### config.mk
export PLATFORM = sky130hd
export DESIGN_NAME = pcp_counter_top
export DESIGN_NICKNAME = d
export VERILOG_FILES = /design/src/pcp_pkg.sv /design/src/pcp_evt_if.sv /design/src/pcp_counter_top.sv /design/src/pcp_pulse_decode.sv /design/src/pcp_window_measure.sv
export SDC_FILE = /design/constraint.sdc
export NUM_CORES = 1
export LEC_CHECK = 0
export ABC_AREA = 1
export BUFFER_PORTS_ARGS = -buffer_cell sky130_fd_sc_hd__buf_4
export CAP_MARGIN = 0
export CORE_ASPECT_RATIO = 0.75
export CORE_MARGIN = 2
export CORE_UTILIZATION = 63
export CTS_CLUSTER_DIAMETER = 30
export DETAILED_ROUTE_END_ITERATION = 8
export PLACE_DENSITY = 0.89
export SLEW_MARGIN = 20
export SYNTH_ARGS = -nofsm -noshare
export SYNTH_HDL_FRONTEND = slang
export SYNTH_SLANG_ARGS = --single-unit
### constraint.sdc
create_clock -name pclk -period 2.73 [get_ports pclk]
set_input_delay 0.1365 -clock pclk [delete_from_list [all_inputs] [get_ports pclk]]
set_output_delay 0.1365 -clock pclk [all_outputs]
set_load 0.02 [all_outputs]
### src/pcp_pkg.sv
// Shared constants for the pulse counter channel
package pcp_pkg;
  // Register byte offsets
  localparam logic [7:0] OFS_COUNT    = 8'h00;
  localparam logic [7:0] OFS_TOTAL    = 8'h04;
  localparam logic [7:0] OFS_STATUS   = 8'h08;
  localparam logic [7:0] OFS_CONFIG   = 8'h0C;
  localparam logic [7:0] OFS_PRESET   = 8'h10;
  localparam logic [7:0] OFS_FORCE    = 8'h14;
  localparam logic [7:0] OFS_ON0      = 8'h18;
  localparam logic [7:0] OFS_OFF0     = 8'h1C;
  localparam logic [7:0] OFS_ON1      = 8'h20;
  localparam logic [7:0] OFS_OFF1     = 8'h24;
  localparam logic [7:0] OFS_OUT_EN   = 8'h28;

  // Status bit positions
  localparam int unsigned ST_FIRST    = 0;
  localparam int unsigned ST_SECOND   = 1;
  localparam int unsigned ST_INDEX    = 2;
  localparam int unsigned ST_LIMIT    = 3;
  localparam int unsigned ST_TRIG0    = 4;
  localparam int unsigned ST_TRIG1    = 5;

  // Configuration field positions
  localparam int unsigned CF_MODE_LSB = 0;
  localparam int unsigned CF_WIN_LSB  = 8;
  localparam int unsigned CF_IDX_EN   = 16;
  localparam int unsigned CF_LIM_EN   = 17;
  localparam int unsigned CF_FREEZE   = 18;
  localparam int unsigned CF_FORCE    = 0;

  // Count modes
  localparam logic [7:0] MODE_PULSE_DIR = 8'h00;
  localparam logic [7:0] MODE_UP_DOWN   = 8'h01;
  localparam logic [7:0] MODE_QUAD      = 8'h02;

  // Window selection
  localparam logic [7:0] WIN_SEL_LONG  = 8'h00;
  localparam logic [7:0] WIN_SEL_SHORT = 8'h01;

  // Reset values
  localparam logic [31:0] PRESET_RESET = 32'h0000_0000;
  localparam logic [31:0] ZERO_WORD    = 32'h0000_0000;

  // Timing
  localparam int unsigned CLK_HZ       = 100_000_000;
  localparam int unsigned WIN_LONG_MS  = 1000;
  localparam int unsigned WIN_SHORT_MS = 200;
  localparam int unsigned MS_PER_S     = 1000;
endpackage

### src/pcp_evt_if.sv
// Count events passed from the input decoder to the counter
`timescale 1ns/1ps
`default_nettype none
interface pcp_evt_if;
  logic up;
  logic down;
  modport src (output up, output down);
  modport dst (input up, input down);
endinterface
`default_nettype wire

### src/pcp_counter_top.sv
// Pulse counter channel with preset, freeze, window total and triggered outputs
//
// The register offsets and the APB register port were left to the implementer.
`timescale 1ns/1ps
`default_nettype none
module pcp_counter_top #(
  parameter int unsigned WIN_LONG_CYC  = pcp_pkg::CLK_HZ / pcp_pkg::MS_PER_S
                                         * pcp_pkg::WIN_LONG_MS,
  parameter int unsigned WIN_SHORT_CYC = pcp_pkg::CLK_HZ / pcp_pkg::MS_PER_S
                                         * pcp_pkg::WIN_SHORT_MS
) (
  // Clock and reset
  input  wire logic        pclk,
  input  wire logic        presetn,
  // APB slave
  input  wire logic        psel,
  input  wire logic        penable,
  input  wire logic        pwrite,
  input  wire logic [7:0]  paddr,
  input  wire logic [31:0] pwdata,
  output logic      [31:0] prdata,
  output logic             pready,
  output logic             pslverr,
  // Field inputs
  input  wire logic        pulse_first,
  input  wire logic        pulse_second,
  input  wire logic        index_input,
  input  wire logic        limit_switch_input,
  // Triggered outputs
  output logic      [1:0]  trig_out
);
  typedef struct packed {
    logic [1:0]  a_sync;
    logic [1:0]  b_sync;
    logic [1:0]  z_sync;
    logic [1:0]  l_sync;
    logic        pready;
    logic        pslverr;
    logic [31:0] prdata;
    logic [31:0] count;
    logic [7:0]  mode;
    logic [7:0]  win_sel;
    logic        idx_en;
    logic        lim_en;
    logic        freeze;
    logic [31:0] preset;
    logic [31:0] on0;
    logic [31:0] off0;
    logic [31:0] on1;
    logic [31:0] off1;
    logic [1:0]  out_en;
    logic [1:0]  trig;
  } pcp_top_t;

  pcp_top_t    st;
  pcp_top_t    next_st;
  logic [31:0] win_total;
  logic        in_a;
  logic        in_b;
  logic        in_z;
  logic        in_l;
  logic        wr_take;
  logic        rd_start;
  logic        force_hit;
  logic        load_preset;

  pcp_evt_if evt ();

  pcp_pulse_decode u_decode (
    .pclk    (pclk),
    .presetn (presetn),
    .in_a    (in_a),
    .in_b    (in_b),
    .mode    (st.mode),
    .evt     (evt)
  );

  pcp_window_measure #(
    .LONG_CYC  (WIN_LONG_CYC),
    .SHORT_CYC (WIN_SHORT_CYC)
  ) u_window (
    .pclk    (pclk),
    .presetn (presetn),
    .count   (st.count),
    .win_sel (st.win_sel),
    .total   (win_total)
  );

  // Address map check
  function automatic logic addr_mapped(input logic [7:0] a);
    if (a == pcp_pkg::OFS_COUNT) begin
      addr_mapped = 1'b1;
    end else if (a == pcp_pkg::OFS_TOTAL) begin
      addr_mapped = 1'b1;
    end else if (a == pcp_pkg::OFS_STATUS) begin
      addr_mapped = 1'b1;
    end else if (a == pcp_pkg::OFS_CONFIG) begin
      addr_mapped = 1'b1;
    end else if (a == pcp_pkg::OFS_PRESET) begin
      addr_mapped = 1'b1;
    end else if (a == pcp_pkg::OFS_FORCE) begin
      addr_mapped = 1'b1;
    end else if (a == pcp_pkg::OFS_ON0 || a == pcp_pkg::OFS_OFF0) begin
      addr_mapped = 1'b1;
    end else if (a == pcp_pkg::OFS_ON1 || a == pcp_pkg::OFS_OFF1) begin
      addr_mapped = 1'b1;
    end else if (a == pcp_pkg::OFS_OUT_EN) begin
      addr_mapped = 1'b1;
    end else begin
      addr_mapped = 1'b0;
    end
  endfunction

  // Read data for one address; write-only words read as zero
  function automatic logic [31:0] read_word(input logic [7:0] a, input pcp_top_t s,
                                            input logic [31:0] tot);
    read_word = pcp_pkg::ZERO_WORD;
    if (a == pcp_pkg::OFS_COUNT) begin
      read_word = s.count;
    end else if (a == pcp_pkg::OFS_TOTAL) begin
      read_word = tot;
    end else if (a == pcp_pkg::OFS_STATUS) begin
      read_word[pcp_pkg::ST_FIRST]  = s.a_sync[1];
      read_word[pcp_pkg::ST_SECOND] = s.b_sync[1];
      read_word[pcp_pkg::ST_INDEX]  = s.z_sync[1];
      read_word[pcp_pkg::ST_LIMIT]  = s.l_sync[1];
      read_word[pcp_pkg::ST_TRIG0]  = s.trig[0];
      read_word[pcp_pkg::ST_TRIG1]  = s.trig[1];
    end else if (a == pcp_pkg::OFS_CONFIG) begin
      read_word[pcp_pkg::CF_MODE_LSB +: 8] = s.mode;
      read_word[pcp_pkg::CF_WIN_LSB +: 8]  = s.win_sel;
    end else begin
      read_word = pcp_pkg::ZERO_WORD;
    end
  endfunction

  // Next state of one triggered output; on-value wins if both match
  function automatic logic trig_next(input logic en, input logic cur, input logic [31:0] cnt,
                                     input logic [31:0] on_v, input logic [31:0] off_v);
    if (!en) begin
      trig_next = 1'b0;
    end else if (cnt == on_v) begin
      trig_next = 1'b1;
    end else if (cnt == off_v) begin
      trig_next = 1'b0;
    end else begin
      trig_next = cur;
    end
  endfunction

  always_comb begin
    next_st = st;
    // Two flops on each pin before anything looks at it
    next_st.a_sync = {st.a_sync[0], pulse_first};
    next_st.b_sync = {st.b_sync[0], pulse_second};
    next_st.z_sync = {st.z_sync[0], index_input};
    next_st.l_sync = {st.l_sync[0], limit_switch_input};
    in_a = st.a_sync[1];
    in_b = st.b_sync[1];
    in_z = st.z_sync[1];
    in_l = st.l_sync[1];

    // One wait state: pready rises in the second access cycle
    rd_start = psel & penable & ~st.pready;
    wr_take  = psel & penable & st.pready & pwrite;
    next_st.pready  = rd_start;
    next_st.pslverr = rd_start & ~addr_mapped(paddr);
    next_st.prdata  = rd_start && !pwrite ? read_word(paddr, st, win_total)
                                          : pcp_pkg::ZERO_WORD;

    force_hit = wr_take && paddr == pcp_pkg::OFS_FORCE && pwdata[pcp_pkg::CF_FORCE];
    if (wr_take) begin
      if (paddr == pcp_pkg::OFS_CONFIG) begin
        next_st.mode    = pwdata[pcp_pkg::CF_MODE_LSB +: 8];
        next_st.win_sel = pwdata[pcp_pkg::CF_WIN_LSB +: 8];
        next_st.idx_en  = pwdata[pcp_pkg::CF_IDX_EN];
        next_st.lim_en  = pwdata[pcp_pkg::CF_LIM_EN];
        next_st.freeze  = pwdata[pcp_pkg::CF_FREEZE];
      end else if (paddr == pcp_pkg::OFS_PRESET) begin
        next_st.preset = pwdata;
      end else if (paddr == pcp_pkg::OFS_ON0) begin
        next_st.on0 = pwdata;
      end else if (paddr == pcp_pkg::OFS_OFF0) begin
        next_st.off0 = pwdata;
      end else if (paddr == pcp_pkg::OFS_ON1) begin
        next_st.on1 = pwdata;
      end else if (paddr == pcp_pkg::OFS_OFF1) begin
        next_st.off1 = pwdata;
      end else if (paddr == pcp_pkg::OFS_OUT_EN) begin
        next_st.out_en = pwdata[1:0];
      end
    end

    // Index or limit held high, with its enable bit set, keeps the count pinned at the preset
    load_preset = force_hit | (in_z & st.idx_en) | (in_l & st.lim_en);
    if (load_preset) begin
      next_st.count = st.preset;
    end else if (st.freeze) begin
      next_st.count = st.count;
    end else if (evt.up) begin
      next_st.count = st.count + 32'h0000_0001;
    end else if (evt.down) begin
      next_st.count = st.count - 32'h0000_0001;
    end

    next_st.trig[0] = trig_next(st.out_en[0], st.trig[0], st.count, st.on0, st.off0);
    next_st.trig[1] = trig_next(st.out_en[1], st.trig[1], st.count, st.on1, st.off1);
  end

  always_ff @(posedge pclk or negedge presetn) begin
    if (!presetn) begin
      st        <= '0;
      st.preset <= pcp_pkg::PRESET_RESET;
    end else begin
      st <= next_st;
    end
  end

  assign prdata   = st.prdata;
  assign pready   = st.pready;
  assign pslverr  = st.pslverr;
  assign trig_out = st.trig;
endmodule
`default_nettype wire

### src/pcp_pulse_decode.sv
// Turns the two synchronised pulse inputs into up and down events
`timescale 1ns/1ps
`default_nettype none
module pcp_pulse_decode (
  // Clock and reset
  input  wire logic       pclk,
  input  wire logic       presetn,
  // Synchronised inputs
  input  wire logic       in_a,
  input  wire logic       in_b,
  input  wire logic [7:0] mode,
  // Events out
  pcp_evt_if.src          evt
);
  typedef struct packed {
    logic pa;
    logic pb;
    logic up;
    logic down;
  } pcp_dec_t;

  pcp_dec_t st;
  pcp_dec_t next_st;
  logic     rise_a;
  logic     rise_b;
  logic     quad_step;
  logic     quad_dir;

  always_comb begin
    next_st    = st;
    next_st.pa = in_a;
    next_st.pb = in_b;
    rise_a     = in_a & ~st.pa;
    rise_b     = in_b & ~st.pb;
    // Any single edge of either phase is one step
    quad_step  = in_a ^ st.pa ^ in_b ^ st.pb;
    quad_dir   = in_a ^ st.pb;
    next_st.up   = 1'b0;
    next_st.down = 1'b0;
    case (mode)
      pcp_pkg::MODE_PULSE_DIR: begin
        // First input counts, second gives direction
        next_st.up   = rise_a & in_b;
        next_st.down = rise_a & ~in_b;
      end
      pcp_pkg::MODE_UP_DOWN: begin
        // Simultaneous edges cancel
        next_st.up   = rise_a & ~rise_b;
        next_st.down = rise_b & ~rise_a;
      end
      pcp_pkg::MODE_QUAD: begin
        // Phase order sets direction
        next_st.up   = quad_step & quad_dir;
        next_st.down = quad_step & ~quad_dir;
      end
      default: begin
        next_st.up   = 1'b0;
        next_st.down = 1'b0;
      end
    endcase
  end

  always_ff @(posedge pclk or negedge presetn) begin
    if (!presetn) begin
      st <= '0;
    end else begin
      st <= next_st;
    end
  end

  assign evt.up   = st.up;
  assign evt.down = st.down;
endmodule
`default_nettype wire

### src/pcp_window_measure.sv
// Measures how far the count moved over each timed window
`timescale 1ns/1ps
`default_nettype none
module pcp_window_measure #(
  parameter int unsigned LONG_CYC  = 100_000_000,
  parameter int unsigned SHORT_CYC = 20_000_000
) (
  // Clock and reset
  input  wire logic        pclk,
  input  wire logic        presetn,
  // Count and selection
  input  wire logic [31:0] count,
  input  wire logic [7:0]  win_sel,
  // Result
  output logic      [31:0] total
);
  typedef struct packed {
    logic [31:0] timer;
    logic [31:0] start;
    logic [31:0] total;
    logic [7:0]  sel;
  } pcp_win_t;

  pcp_win_t    st;
  pcp_win_t    next_st;
  logic [31:0] last_tick;

  always_comb begin
    next_st = st;
    // Value 1 picks the short window, anything else the long one
    last_tick = (win_sel == pcp_pkg::WIN_SEL_SHORT) ? 32'(SHORT_CYC - 1) : 32'(LONG_CYC - 1);
    next_st.sel = win_sel;
    if (win_sel != st.sel) begin
      // New length restarts the window so no mixed-length result appears
      next_st.timer = pcp_pkg::ZERO_WORD;
      next_st.start = count;
    end else if (st.timer >= last_tick) begin
      next_st.timer = pcp_pkg::ZERO_WORD;
      next_st.total = count - st.start;
      next_st.start = count;
    end else begin
      next_st.timer = st.timer + 32'h0000_0001;
    end
  end

  always_ff @(posedge pclk or negedge presetn) begin
    if (!presetn) begin
      st <= '0;
    end else begin
      st <= next_st;
    end
  end

  assign total = st.total;
endmodule
`default_nettype wire

* After elaboration in Yosys (flattened, before gate mapping)
Cells that the tools add are included.
** Storage, ports and cells
- Logic and storage cells :: 140
- Output and inout port bits :: 36
- Bits in registers :: 365
- Bits of input ports :: 49
** Operators by class
- Bitwise operators :: 36
- Eq/ne operators :: 21
- Add/sub/neg operators :: 4
- Reductions and logical operators :: 19
- Mux-type cells :: 30
- Magnitude comparators :: 1
** Operator list (count)
- two-way mux 32 bit :: 8
- equality test 32 bit :: 4
- two-way mux 64 bit :: 2
- adder 32 x 1 -> 32 bit, second input constant :: 2
- equality test 8 x 5 -> 1 bit, second input constant :: 4
- >= comparator 32 bit :: 1
- subtractor 32 x 1 -> 32 bit, second input constant :: 1
- subtractor 32 bit :: 1
- two-way mux 27 bit :: 1
- equality test 8 x 6 -> 1 bit, second input constant :: 3
- equality test 8 x 1 -> 1 bit, second input constant :: 2
- equality test 8 x 4 -> 1 bit, second input constant :: 2
- zero test 8 bit :: 2
- two-way mux 16 bit :: 1
- AND 1 bit :: 15
- two-way mux 1 bit :: 15
- NOT 1 bit :: 15
- two-way mux 10 bit :: 1
- equality test 8 x 2 -> 1 bit, second input constant :: 1
- equality test 8 x 3 -> 1 bit, second input constant :: 1
- != test 8 bit :: 1
- AND reduction 8 bit :: 1
- AND reduction 7 bit :: 1
- two-way mux 6 bit :: 1
- 15 further kinds :: 25

* Logic depth before layout (Yosys ltp)
Gate-level depths: netlist of run 1.
- Depth after elaboration :: 12
- Mapped depth :: 17
- Gate-level depth less buffers :: 16

* Modules after synthesis
From an unflattened synthesis of run 1, not the netlist that was laid out.
** Second synthesis, totals
- Cells, all modules :: 2967
- Area total of the unflattened synthesis :: 21753.4 um2
** Modules (own cells, without submodules)
- pcp_counter_top :: cells each 1891, instances 1, area each 14234.9 um2
- pcp_window_measure :: cells each 1035, instances 1, area each 7245.7 um2
- pcp_pulse_decode :: cells each 41, instances 1, area each 272.8 um2

* Worst setup path before layout of run 1
No wires, ideal clock.
- Path type :: reg-to-reg
- Start :: reg u_decode.st, in the netlist u_decode.evt.up
- End :: reg st[206] (netlist bit)
- Data arrival time :: 2.244 ns
- Stages on the path, launching flop included :: 13
- Clock period less this slack :: 2.361 ns
- Setup slack :: 0.369 ns
- Data required time :: 2.613 ns
- Path buffers :: 0
- Path through :: dfrtp_1 > inv_1 > ha_1 > a21oi_1 > nand2_1 > nand3_1 > nand2_1 > nand2_1 > nand2_1 > a21boi_0 > nand2_1 > nand3_1 > nand2_1
** Between the ends
- Longest elaborated chain between the ends :: 3
- Elaborated cells on any way between the ends :: 5
- Those cells by class :: mux: 3; reduce/logical: 2
** Ends and longest elaborated chain
- start: declaration :: line pcp_pulse_decode.sv:22 : pcp_dec_t st;
- start signal: assignment :: line pcp_pulse_decode.sv:67 : st <= next_st;
- two-way mux 32 bit :: line pcp_counter_top.sv:200 : end else if (evt.up) begin
- two-way mux 32 bit :: line pcp_counter_top.sv:198 : end else if (st.freeze) begin
- two-way mux 32 bit :: line pcp_counter_top.sv:196 : if (load_preset) begin
- end signal: assignment :: line pcp_counter_top.sv:215 : st <= next_st;
- end: declaration :: line pcp_counter_top.sv:55 : pcp_top_t st;
Parallel ways exist; a longest one is shown, timed or not. The select of a mux whose other input is x is not followed.
A chain may end at the register's enable or synchronous reset.

* Worst setup path after layout of run 1
- Start :: reg u_decode.st, in the netlist u_decode.evt.up
- End :: reg st[213] (netlist bit)
The elaborated chain is that of the path after synthesis.

==> out/qor.csv, run 1 <==
stage;metric;value;unit
setup_path;timing.setup.critical_path_class;flop to flop;
synth;synth.ff_latch_count;365;
finish;final_core_util;74.7;%
synth;avgSynthCellArea;7.81;µm²
drt;drt_pre_antenna_iters;7;
setup_path;arrival;3.04;ns
die;start_util;64.0;%
place;hpwl;43000;µm
min_path;worst_hold_path_type;input port to flop;
place;place_congestion;0.968;
drt;route.detailed.drc;0;
run_status;status;finished clean;
power;power_per_cell_area;1100;nW/µm²
timing;min_period;2.56;ns
setup_path;cp.required;3.21;ns
synth;synth_flop_cell;dfrtp_1;
finish;post_route_cells_drive_above_1_share;11.6;%
finish;area.growth.synth_to_final;16.7;%
synth;post-synth-top-area-fraction;44.1;%
clock_network;clock_insertion_delay_worst_skew;0.61;ns
finish;final-seq-area;9140;µm²
clock_network;clkTransAtPathRegs;0.06;ns
synth;synth_area_leader_cell;dfrtp_1;
synth;ys_warn_count;0;
clock_network;cts_tree;yes;
drt;detailedRoute.firstIterationViolations;2444;
drt;wl_per_cell;19.4;µm
setup_path;rr_worst_depth;12;
finish;multiInputGateArea;9890;µm²
power;maximum_vdd_ir_drop;0.730;mV
clock_network;ctsHtreeMaxLevel;2;
clock_network;clockBufferDepth;3;
power;leakagePower;0.0118;µW
timing;setup_violations;0;
flow_run;drv_cap;0;
synth;post_synth_inst_count;2652;
place;place.port_buffers;84;
synth;synth_top_cells_by_count;nand2_1, dfrtp_1, inv_1;
finish;n_antenna_cell;0;
finish;n_fill_cell;2315;
finish;instances_no_fill;3249;
clock_network;clock_tree.root_cell;clkbuf_16;
synth;post_synth_main_area_contributors;dfrtp_1, nand2_1, inv_1;
die;core_region_area;32400;µm²
finish;design.final.nets;2875;
timing;clock.fmax;391;MHz
synth;async_reset_ff_share;100;%
timing;timing.final.max_slew_violations;0;
synth;yosysUniqueCellTypes;46;
timing;fin_tns_setup;0;ns
die;die_y;161;µm
timing;fin_crit_sh;93.7;%
global_routing;globalRouteOverflowTotal;0;
timing;slew_headroom;46.8;%
timing;total_count_of_hold_check_failures_in_the_final_report;0;
place;numPlacedInstances;3103;
global_routing;grt.total_usage;37.4;%
die;floorplan.die_area;34400;µm²
clock_network;cts-buffers-inserted;57;
drt;viasPerCell;5.94;
synth;synth.cell_area;20700;µm²
drt;final_antenna_net_count;0;
setup_path;crit_path_end_kind;flop;
synth;ys_seq_area_share;44.1;%
global_routing;via_count_of_the_first_global_routing_pass;18569;
setup_path;worst_setup_path_start_kind;flop;
global_routing;grt_pass1_wl;100000;µm
timing;final.setup_skew;0.0457;ns
power;total_power;26700;µW
timing;worst_slew_pin_tran;0.797;ns
clock_network;postCtsSetupBuffers;0;
synth;yosys.cell_count.top_type;nand2_1;
drt;detail_route.wirelength;63000;µm
min_path;hold_path_depth;4;
timing;unrepaired_setup_endpoints_after_global_routing;no;
die;io-pin-count;85;
drt;vias;19299;
global_routing;grt_antenna_before_repair;1;
die;row_count;57;
setup_path;crit_path_max_fanout;31;
synth;number_of_flops_mapped_to_enable_cells_by_yosys;0;
die;floorplan.die.width;213;µm
clock_network;numClockSinks;365;
global_routing;pin_count_of_the_biggest_net_entering_global_routing;85;
[per-layer routing]
metal / GRT usage [%] / vias to the layer above / share of wire (%)
li1: - / 8779 / -
met1: 53.6 / 9199 / 42
met2: 55.1 / 1086 / 43
met3: 9.26 / 233 / 11
met4: 14.0 / 2 / 4.0
met5: 0 / - / 0.019
[registers in the layout, indices dropped and copies added (netlist names)]
register           cells
u_decode.evt.down      1
trig_out               2
in_z                   1
next_st                4
u_decode.st            2
u_decode.evt.up        1
in_l                   1
in_b                   1
pslverr                1
st                   213
in_a                   1
prdata                32
u_window.st           72
pready                 1
u_window.total        32
[cell usage in the layout (no fill, tap or decap), types with 4 or more instances in the layout]
cell / netlist / routed
nand2_1: 778 / 776
dfrtp_1: 365 / 363
inv_1: 241 / 239
nor2_1: 191 / 190
nand3_1: 156 / 156
o21ai_0: 149 / 148
buf_4: 36 / 124
a21oi_1: 111 / 111
xor2_1: 85 / 85
o21ai_1: 82 / 83
ha_1: 65 / 65
xnor2_1: 60 / 60
clkbuf_16: 0 / 59
nor3_1: 39 / 38
or2_2: 37 / 37
dlygate4sd3_1: 0 / 37
nand4_1: 29 / 29
o211ai_1: 20 / 20
o21ai_2: 20 / 20
nor4_1: 13 / 13
nand3b_1: 11 / 11
o221ai_1: 11 / 11
clkinvlp_4: 0 / 10
o21bai_1: 9 / 9
inv_6: 1 / 9
bufinv_16: 0 / 9
buf_12: 0 / 9
a31oi_1: 8 / 8
inv_8: 0 / 8
clkbuf_8: 0 / 6
inv_2: 3 / 5
o21a_1: 5 / 5
conb_1: 1 / 5
nor2_2: 4 / 4
nand3_4: 4 / 4
a21o_1: 4 / 4
[worst max-delay path: stages (launching register included)]
cell and delay, ns:
dfrtp_1 0.35, inv_1 0.07, buf_12 0.17, ha_1 0.40, nand2_1 0.14, o21ai_0 0.37
nor2_1 0.10, a21oi_1 0.35, nand2_1 0.20, nand2_1 0.10, nand2_1 0.05, nand3_1 0.06
nand3_1 0.06
[stage by stage]
| step | hold slack [ns] | worst slack, ns | area [µm²] |
|---|---|---|---|
| global route | 0.0460 | 0.0120 | 24200 |
| global placement | 0.136 | 0.323 | 21600 |
| floorplan | -0.159 | 0.369 | 20700 |
| finish | 0.0379 | 0.171 | 24200 |
| CTS | 0.0000562 | 0.140 | 24100 |
| detailed placement | 0.151 | 0.203 | 21600 |
[area by class of cell]
cell class	instances	share of cell area, %
sequential	365	37.8
inverter	248	3.88
timing repair buffer	175	6.49
clock inverter	41	2.38
tap	442	2.29
clock buffer	66	6.29
multi-input combinational	1912	40.9
[path summary, 6_finish.rpt]
| path | start | endpoint | slack (ns) |
|---|---|---|---|
| setup / recovery | u_decode.evt.up | st[213] | 0.17 |
| hold / removal | paddr[5] | pslverr | 0.04 |
| setup reg to reg | u_decode.evt.up | st[213] | 0.17 |
| hold reg to reg | next_st[252] | in_z | 0.35 |
| max in group asynchronous | presetn | u_window.total[30] | 1.71 |
| min in group asynchronous | presetn | st[71] | 0.11 |
[power by group]
group	switching [µW]	internal (µW)	total, µW	leakage (µW)
registers	1100	6190	7290	0.00488
clock network	2920	4950	7870	0.000997
logic	7330	4220	11500	0.00597
[timing repair]
action,in CTS,in global routing
hold buffers,37,0
gates resized for setup,0,9
setup endpoints to repair,0,65
endpoints found under the hold margin,224,0
[cell families after synthesis]
| family | count (synthesis) | synth area share [%] |
|---|---|---|
| other | 1 | 0.0181 |
| buffers and inverters | 379 | 8.33 |
| adders and majority gates | 67 | 4.12 |
| and+or+nand+nor | 1271 | 25.9 |
| AOI/OAI and AO/OA | 424 | 11.4 |
| DFF | 365 | 44.1 |
| xor gates and xnor gates | 145 | 6.13 |
(Power assumes the default switching activity.)
==> run 2, diff against run 1 <==
--- a/config.mk
+++ b/config.mk
@@ -10,10 +10,10 @@
 export CAP_MARGIN = 0
 export CORE_ASPECT_RATIO = 0.75
 export CORE_MARGIN = 2
-export CORE_UTILIZATION = 63
+export CORE_UTILIZATION = 40
 export CTS_CLUSTER_DIAMETER = 30
 export DETAILED_ROUTE_END_ITERATION = 8
-export PLACE_DENSITY = 0.89
+export PLACE_DENSITY = 0.64
 export SLEW_MARGIN = 20
 export SYNTH_ARGS = -nofsm -noshare
 export SYNTH_HDL_FRONTEND = slang
==> run 2 against run 1 <==
Against the previous run:
- die area rose by 56%
- fmax is 2.2% higher
- non-clock buffer count is 1 higher
- global-route usage down 14 points
- worst hold slack got worse by 0.0069 ns
- first-iteration DRC count decreased by 35%
- via count fell by 5.4%
- highest routed layer unchanged
- core utilization fell by 25 points
- wire length down 1.5%
- clock-buffer cell count up 32
==> out/qor.csv, run 2 (synthesis gave the netlist of run 1 again) <==
stage;metric;value;unit;change
run_status;status;finished clean;;unchanged
power;maximum_vdd_ir_drop;0.535;mV;was 0.730 mV
die;io-pin-count;85;;unchanged
clock_network;clock_insertion_delay_worst_skew;0.61;ns;about the same
clock_network;numClockSinks;365;;unchanged
clock_network;clock_tree.root_cell;clkbuf_16;;unchanged
finish;n_antenna_cell;0;;unchanged
drt;drt_pre_antenna_iters;5;;was 7
drt;route.detailed.drc;0;;unchanged
power;power.switching;11600;µW;was 11,300 µW
finish;multiInputGateArea;9880;µm²;was 9890 µm²
setup_path;flop_to_flop_setup_slack;0.23;ns;was 0.17 ns
clock_network;clkTransAtPathRegs;0.05;ns;was 0.06 ns
timing;slew_headroom;46.6;%;was 46.8%
drt;final_antenna_net_count;0;;unchanged
global_routing;grt_use_met1;35.4;%;was 53.6%
setup_path;timing.setup.critical_path_class;flop to flop;;unchanged
drt;wl_per_cell;17.7;µm;was 19.4 µm
timing;total_count_of_hold_check_failures_in_the_final_report;0;;unchanged
min_path;worst_hold_path_type;input port to flop;;unchanged
drt;viasPerCell;5.19;;was 5.94
power;power_per_cell_area;1150;nW/µm²;was 1100 nW/µm²
die;floorplan.die_area;53600;µm²;was 34,400 µm²
setup_path;timing.critical_path.cells;ha_1 -> a21oi_1 -> inv_1 -> nor2_1 -> nand2_1 -> nand2_1 -> nand2_1 -> nand3b_1 -> nand3_1 -> nand3_1 -> nand3_1;;was inv_1 -> buf_12 -> ha_1 -> nand2_1 -> o21ai_0 -> nor2_1 -> a21oi_1 -> nand2_1 -> nand2_1 -> nand2_1 -> nand3_1 -> nand3_1
global_routing;via_count_of_the_first_global_routing_pass;17858;;was 18,569
setup_path;timing.critical_path.buf_inv;1;;was 2
setup_path;worstReg2RegEnd;st[211];;was st[213]
finish;area.growth.synth_to_final;21.9;%;was 16.7%
global_routing;gr_util_met3;6.37;%;was 9.26%
timing;worst_slew_pin_tran;0.801;ns;was 0.797 ns
setup_path;worst-path-stages;11;;was 12
die;start_util;40.3;%;was 64.0%
clock_network;clockBufferDepth;3;;unchanged
setup_path;cp.required;3.22;ns;was 3.21 ns
global_routing;pin_count_of_the_biggest_net_entering_global_routing;84;;was 85
setup_path;slowest_delay;0.74;ns;was 0.40 ns
timing;final.setup_skew;0.0336;ns;was 0.0457 ns
power;power.switching_fraction;39.9;%;was 42.5%
flow_run;drv_cap;0;;unchanged
power;leakagePower;0.0123;µW;was 0.0118 µW
setup_path;crit_path_end_kind;flop;;unchanged
timing;setup_violations;0;;unchanged
finish;design.final.nets;2898;;was 2,875
setup_path;rr_worst_depth;11;;was 12
power;p_int;17500;µW;was 15,400 µW
finish;post_route_cells_drive_above_1_share;12.4;%;was 11.6%
power;total_power;29100;µW;was 26,700 µW
timing;timing.final.max_slew_violations;0;;unchanged
clock_network;ctsHtreeMaxLevel;3;;was 2
power;clock_power_share;35.7;%;was 29.5%
setup_path;worst_setup_path_start_kind;flop;;unchanged
setup_path;crit_path_max_fanout;8;;was 31
clock_network;cts-buffers-inserted;79;;was 57
place;hpwl;45600;µm;was 43,000 µm
clock_network;cts_tree;yes;;unchanged
setup_path;arrival;2.99;ns;was 3.04 ns
setup_path;timing.critical_path.from;st[190];;was u_decode.evt.up
power;pwr-share-comb;39.1;%;was 43.2%
global_routing;grt_antenna_before_repair;3;;was 1
finish;mostFrequentLayoutCell;nand2_1;;unchanged
finish;top_regs;st (213), u_window.st (72);;unchanged
timing;fin_crit_sh;91.7;%;was 93.7%
die;die_y;201;µm;was 161 µm
drt;detailedRoute.firstIterationViolations;1587;;was 2,444
timing;fin_tns_setup;0;ns;unchanged
die;floorplan.die.width;267;µm;was 213 µm
finish;n_fill_cell;4910;;was 2,315
power;seqPwrFrac;25.3;%;was 27.3%
global_routing;grt.total_usage;23.7;%;was 37.4%
drt;detail_route.wirelength;62100;µm;was 63,000 µm
finish;largest_reg_flops;213;;unchanged
timing;min_period;2.50;ns;was 2.56 ns
timing;clock.fmax;399;MHz;was 391 MHz
setup_path;crit_end;st[211];;was st[213]
finish;regMostFlops;st;;unchanged
global_routing;use_met2;33.6;%;was 55.1%
global_routing;globalRouteOverflowTotal;0;;unchanged
finish;most_used_cells_in_the_layout_excluding_fill_and_tap_cells;nand2_1, dfrtp_1, inv_1;;unchanged
timing;unrepaired_setup_endpoints_after_global_routing;no;;unchanged
setup_path;regToRegStartpoint;st[190];;was u_decode.evt.up
global_routing;top_usage_layer;met1;;was met2
place;place_congestion;0.950;;was 0.968
die;row_count;72;;was 57
place;place.port_buffers;84;;unchanged
global_routing;grt_pass1_wl;98900;µm;was 100,000 µm
setup_path;crit_slowest_cell;dfrtp_1;;was ha_1
die;core_region_area;51300;µm²;was 32,400 µm²
drt;vias;18251;;was 19,299
finish;final-seq-area;9130;µm²;was 9140 µm²
setup_path;path_delay_family;simple AND/OR/NAND/NOR gates;;was compound AO/OA/AOI/OAI gates
## run 2: cell type report
| class | instances | share of cell area, % |
|---|---|---|
| Tap cell | 666 | 3.30 |
| Clock buffer | 98 | 8.68 |
| Multi-Input combinational cell | 1912 | 39.1 |
| Clock inverter | 50 | 2.92 |
| Inverter | 248 | 3.72 |
| Sequential cell | 365 | 36.2 |
| Timing Repair Buffer | 176 | 6.11 |
## run 2: repair_timing
item / CTS / global route
endpoints found under the setup margin: 0 / 1
buffers inserted: 0 / 0
hold buffers: 39 / 0
resized for setup: 0 / 1
hold endpoints to repair: 232 / 0
## run 2: routing by layer
layer / vias up / routed length (µm)
met5: - / 13
met4: 2 / 1140
met3: 82 / 4970
met2: 569 / 25700
met1: 8771 / 30200
li1: 8827 / -
## run 2: worst min-delay path by stage
stage               start   endpoint  depth (start not counted)
6_report         paddr[4]  prdata[1]                          6
5_1_grt        pwdata[13]     st[17]                          3
4_1_cts          paddr[4]  prdata[3]                          6
3_5_place_dp      presetn     st[59]                          1
3_3_place_gp      presetn     st[59]                          1
2_1_floorplan     presetn       in_a                          0
## run 2: per-stage QoR
step | hold slack, ns | util, % | instance area (µm²) | cells | setup slack, ns
after floorplan | -0.159 | - | 20700 | 2656 | 0.369
final | 0.0311 | 49.2 | 25300 | 3515 | 0.226
after detailed placement | 0.174 | 42.7 | 21900 | 3328 | 0.290
after global placement | 0.169 | 42.7 | 21900 | 3328 | 0.314
after global routing | 0.0246 | 49.2 | 25300 | 3515 | 0.0338
after CTS | 0.000898 | 49.2 | 25300 | 3515 | 0.238
## run 2: tightest hold or removal path, stage by stage
cell and delay, ns:
buf_4 0.09, inv_2 0.04, nand3_4 0.11, inv_4 0.06
nand3_1 0.06, a31oi_1 0.09
## run 2: power groups by stage
stage | Sequential [µW] | Combinational, µW | Clock, µW
after global routing | 7430 | 13000 | 10800
after floorplan | 6690 | 8300 | 0
after CTS | 7320 | 11300 | 10500
after global placement | 7390 | 11000 | 0
final | 7360 | 11400 | 10400
after detailed placement | 7390 | 11200 | 0
==> run 3, diff against run 2 <==
--- a/config.mk
+++ b/config.mk
@@ -9,7 +9,7 @@
 export BUFFER_PORTS_ARGS = -buffer_cell sky130_fd_sc_hd__buf_4
 export CAP_MARGIN = 0
 export CORE_ASPECT_RATIO = 0.75
-export CORE_MARGIN = 2
+export CORE_MARGIN = 4
 export CORE_UTILIZATION = 40
 export CTS_CLUSTER_DIAMETER = 30
 export DETAILED_ROUTE_END_ITERATION = 8
==> constraint.sdc (replaced) <==
create_clock -name pclk -period 2.6 [get_ports pclk]
set_input_delay 0.13 -clock pclk [delete_from_list [all_inputs] [get_ports pclk]]
set_output_delay 0.13 -clock pclk [all_outputs]
set_load 0.02 [all_outputs]
==> run 3 against run 2 <==
Against the previous run:
- register-to-register slack lost 0.04 ns
- critical endpoint is now st[196]
- sequential power grew 3.1%
- combinational power grew 9%
- first-iteration DRC count grew 1.4%
- die area grew 3.5%
- fmax grew 3.7%
- worst hold slack lost 0.015 ns
- final area grew 0.65%
- critical path depth shrank 2
- highest routed layer unchanged
- sequential share of layout area shrank 0.23 points
- clock power is essentially flat
==> out/qor.csv, run 3 (synthesis gave the netlist of run 1 again) <==
stage;metric;value;unit;change
timing;unrepaired_setup_endpoints_after_global_routing;no;;unchanged
setup_path;timing.critical_path.from;u_decode.evt.up;;was st[190]
finish;largest_reg_flops;213;;unchanged
global_routing;grt_use_met1;33.8;%;was 35.4%
power;maximum_vdd_ir_drop;0.491;mV;was 0.535 mV
setup_path;crit_path_end_kind;flop;;unchanged
setup_path;crit_slowest_cell;dfrtp_1;;unchanged
drt;final_antenna_net_count;0;;unchanged
timing;final.setup_skew;0.0410;ns;was 0.0336 ns
clock_network;numClockSinks;365;;unchanged
timing;total_count_of_hold_check_failures_in_the_final_report;0;;unchanged
finish;most_used_cells_in_the_layout_excluding_fill_and_tap_cells;nand2_1, dfrtp_1, inv_1;;unchanged
die;die_y;205;µm;was 201 µm
clock_network;cts-buffers-inserted;76;;was 79
drt;drt_pre_antenna_iters;5;;unchanged
setup_path;arrival;2.87;ns;was 2.99 ns
setup_path;timing.critical_path.buf_inv;2;;was 1
setup_path;path_delay_family;compound AO/OA/AOI/OAI gates;;was simple AND/OR/NAND/NOR gates
clock_network;ctsHtreeMaxLevel;3;;unchanged
drt;wl_per_cell;17.8;µm;was 17.7 µm
power;leakagePower;0.0124;µW;was 0.0123 µW
finish;n_antenna_cell;0;;unchanged
clock_network;clkTransAtPathRegs;0.05;ns;about the same
setup_path;crit_path_max_fanout;31;;was 8
power;total_power;30200;µW;was 29,100 µW
setup_path;cp.required;3.06;ns;was 3.22 ns
global_routing;gr_util_met3;5.15;%;was 6.37%
timing;slew_headroom;44.2;%;was 46.6%
clock_network;clock_insertion_delay_worst_skew;0.61;ns;about the same
clock_network;clock_tree.root_cell;clkbuf_16;;unchanged
die;floorplan.die_area;55500;µm²;was 53,600 µm²
timing;fin_tns_setup;0;ns;unchanged
die;floorplan.die.width;271;µm;was 267 µm
timing;fin_crit_sh;92.9;%;was 91.7%
finish;design.final.nets;2932;;was 2,898
setup_path;timing.critical_path.cells;inv_1 -> buf_12 -> ha_1 -> a21oi_1 -> nand2_1 -> a21oi_1 -> o21ai_0 -> o21ai_1 -> o211ai_1;;was ha_1 -> a21oi_1 -> inv_1 -> nor2_1 -> nand2_1 -> nand2_1 -> nand2_1 -> nand3b_1 -> nand3_1 -> nand3_1 -> nand3_1
global_routing;grt_antenna_before_repair;1;;was 3
timing;worst_slew_pin_tran;0.837;ns;was 0.801 ns
timing;timing.final.max_slew_violations;0;;unchanged
flow_run;drv_cap;0;;unchanged
timing;clock.fmax;414;MHz;was 399 MHz
min_path;hold_path.startpoint;pwdata[10];;was paddr[4]
global_routing;use_met2;32.6;%;was 33.6%
drt;detail_route.wirelength;62800;µm;was 62,100 µm
min_path;worst_hold_path_type;input port to flop;;unchanged
global_routing;grt_pass1_wl;98700;µm;was 98,900 µm
global_routing;via_count_of_the_first_global_routing_pass;17864;;was 17,858
power;power_per_cell_area;1190;nW/µm²;was 1150 nW/µm²
die;start_util;40.9;%;was 40.3%
finish;regMostFlops;st;;unchanged
place;place.port_buffers;84;;unchanged
setup_path;crit_top_cell;a21oi_1;;
clock_network;cts_tree;yes;;unchanged
global_routing;grt.total_usage;22.5;%;was 23.7%
run_status;status;finished clean;;unchanged
finish;area.growth.synth_to_final;22.7;%;was 21.9%
place;hpwl;46300;µm;was 45,600 µm
place;place_congestion;0.889;;was 0.950
timing;setup_violations;0;;unchanged
global_routing;top_usage_layer;met1;;unchanged
finish;post_route_cells_drive_above_1_share;13.5;%;was 12.4%
setup_path;regToRegStartpoint;u_decode.evt.up;;was st[190]
finish;instances_no_fill;3534;;was 3,515
timing;fin_worst_hold_slack;0.0162;ns;was 0.0311 ns
setup_path;slowest_delay;0.37;ns;was 0.74 ns
die;row_count;71;;was 72
setup_path;timing.setup.critical_path_class;flop to flop;;unchanged
timing;final.setup.worst_slack;0.185;ns;was 0.226 ns
setup_path;worst_setup_path_start_kind;flop;;unchanged
die;io-pin-count;85;;unchanged
finish;mostFrequentLayoutCell;nand2_1;;unchanged
drt;detailedRoute.firstIterationViolations;1609;;was 1,587
finish;top_regs;st (213), u_window.st (72);;unchanged
place;post-place-ws;0.142;ns;was 0.290 ns
timing;min_period;2.42;ns;was 2.50 ns
drt;vias;18321;;was 18,251
place;numPlacedInstances;3352;;was 3,328
global_routing;pin_count_of_the_biggest_net_entering_global_routing;90;;was 84
drt;viasPerCell;5.18;;was 5.19
clock_network;clockBufferDepth;3;;unchanged
drt;route.detailed.drc;0;;unchanged
global_routing;globalRouteOverflowTotal;0;;unchanged
die;core_region_area;50600;µm²;was 51,300 µm²
==> run 3: cell types whose count changed in the layout (fill, tap and decap cells not counted), sizes merged <==
cell      change
inv           -6
bufinv        -2
clkbuf        -3
clkinvlp      -3
buf          +35
clkinv        +7
==> run 3: path summary, 6_finish.rpt <==
| check | to | slack [ns] | depth (start not counted) |
|---|---|---|---|
| min in group asynchronous | st[182] | 0.17 | 2 |
| hold / removal | st[14] | 0.02 | 3 |
| setup / recovery | st[196] | 0.18 | 9 |
| hold reg to reg | in_a | 0.34 | 0 |
| max in group asynchronous | u_window.st[84] | 1.58 | 3 |
| setup reg to reg | st[196] | 0.18 | 9 |
==> run 3: what timing repair did <==
item	in CTS	in global routing
resized for setup	0	12
buffers inserted	0	1
hold endpoints to repair	227	0
endpoints found under the setup margin	0	73
hold buffers	39	0
==> run 3: per-layer routing <==
| metal | routed length (µm) | vias to the layer above |
|---|---|---|
| li1 | - | 8907 |
| met5 | 16 | - |
| met4 | 1210 | 2 |
| met3 | 4840 | 87 |
| met1 | 30600 | 8757 |
| met2 | 26100 | 568 |
==> run 3: area by class of cell <==
class | count | area [µm²]
inverter | 248 | 938
tap | 657 | 822
fill | 4828 | 25200
sequential | 365 | 9140
clock inverter | 46 | 653
timing repair buffer | 213 | 1910
clock buffer | 93 | 2060
multi-input combinational | 1912 | 9910
==> run 3: power breakdown <==
part           total [µW]  internal, µW  leakage [µW]  switching, µW
Combinational       12400          4640       0.00617           7750
Sequential           7590          6520       0.00488           1070
Clock               10200          6860       0.00133           3310
==> run 3: stage by stage <==
stage / instance area, µm² / utilization (%)
floorplan: 20700 / -
global placement: 22200 / 43.9
detailed placement: 22200 / 43.9
CTS: 25300 / 50.0
global route: 25400 / 50.2
finish: 25400 / 50.2
==> run 3: tightest hold or removal path: stages <==
cell	delay [ns]
buf_4	0.08
inv_1	0.18
o21ai_1	0.19
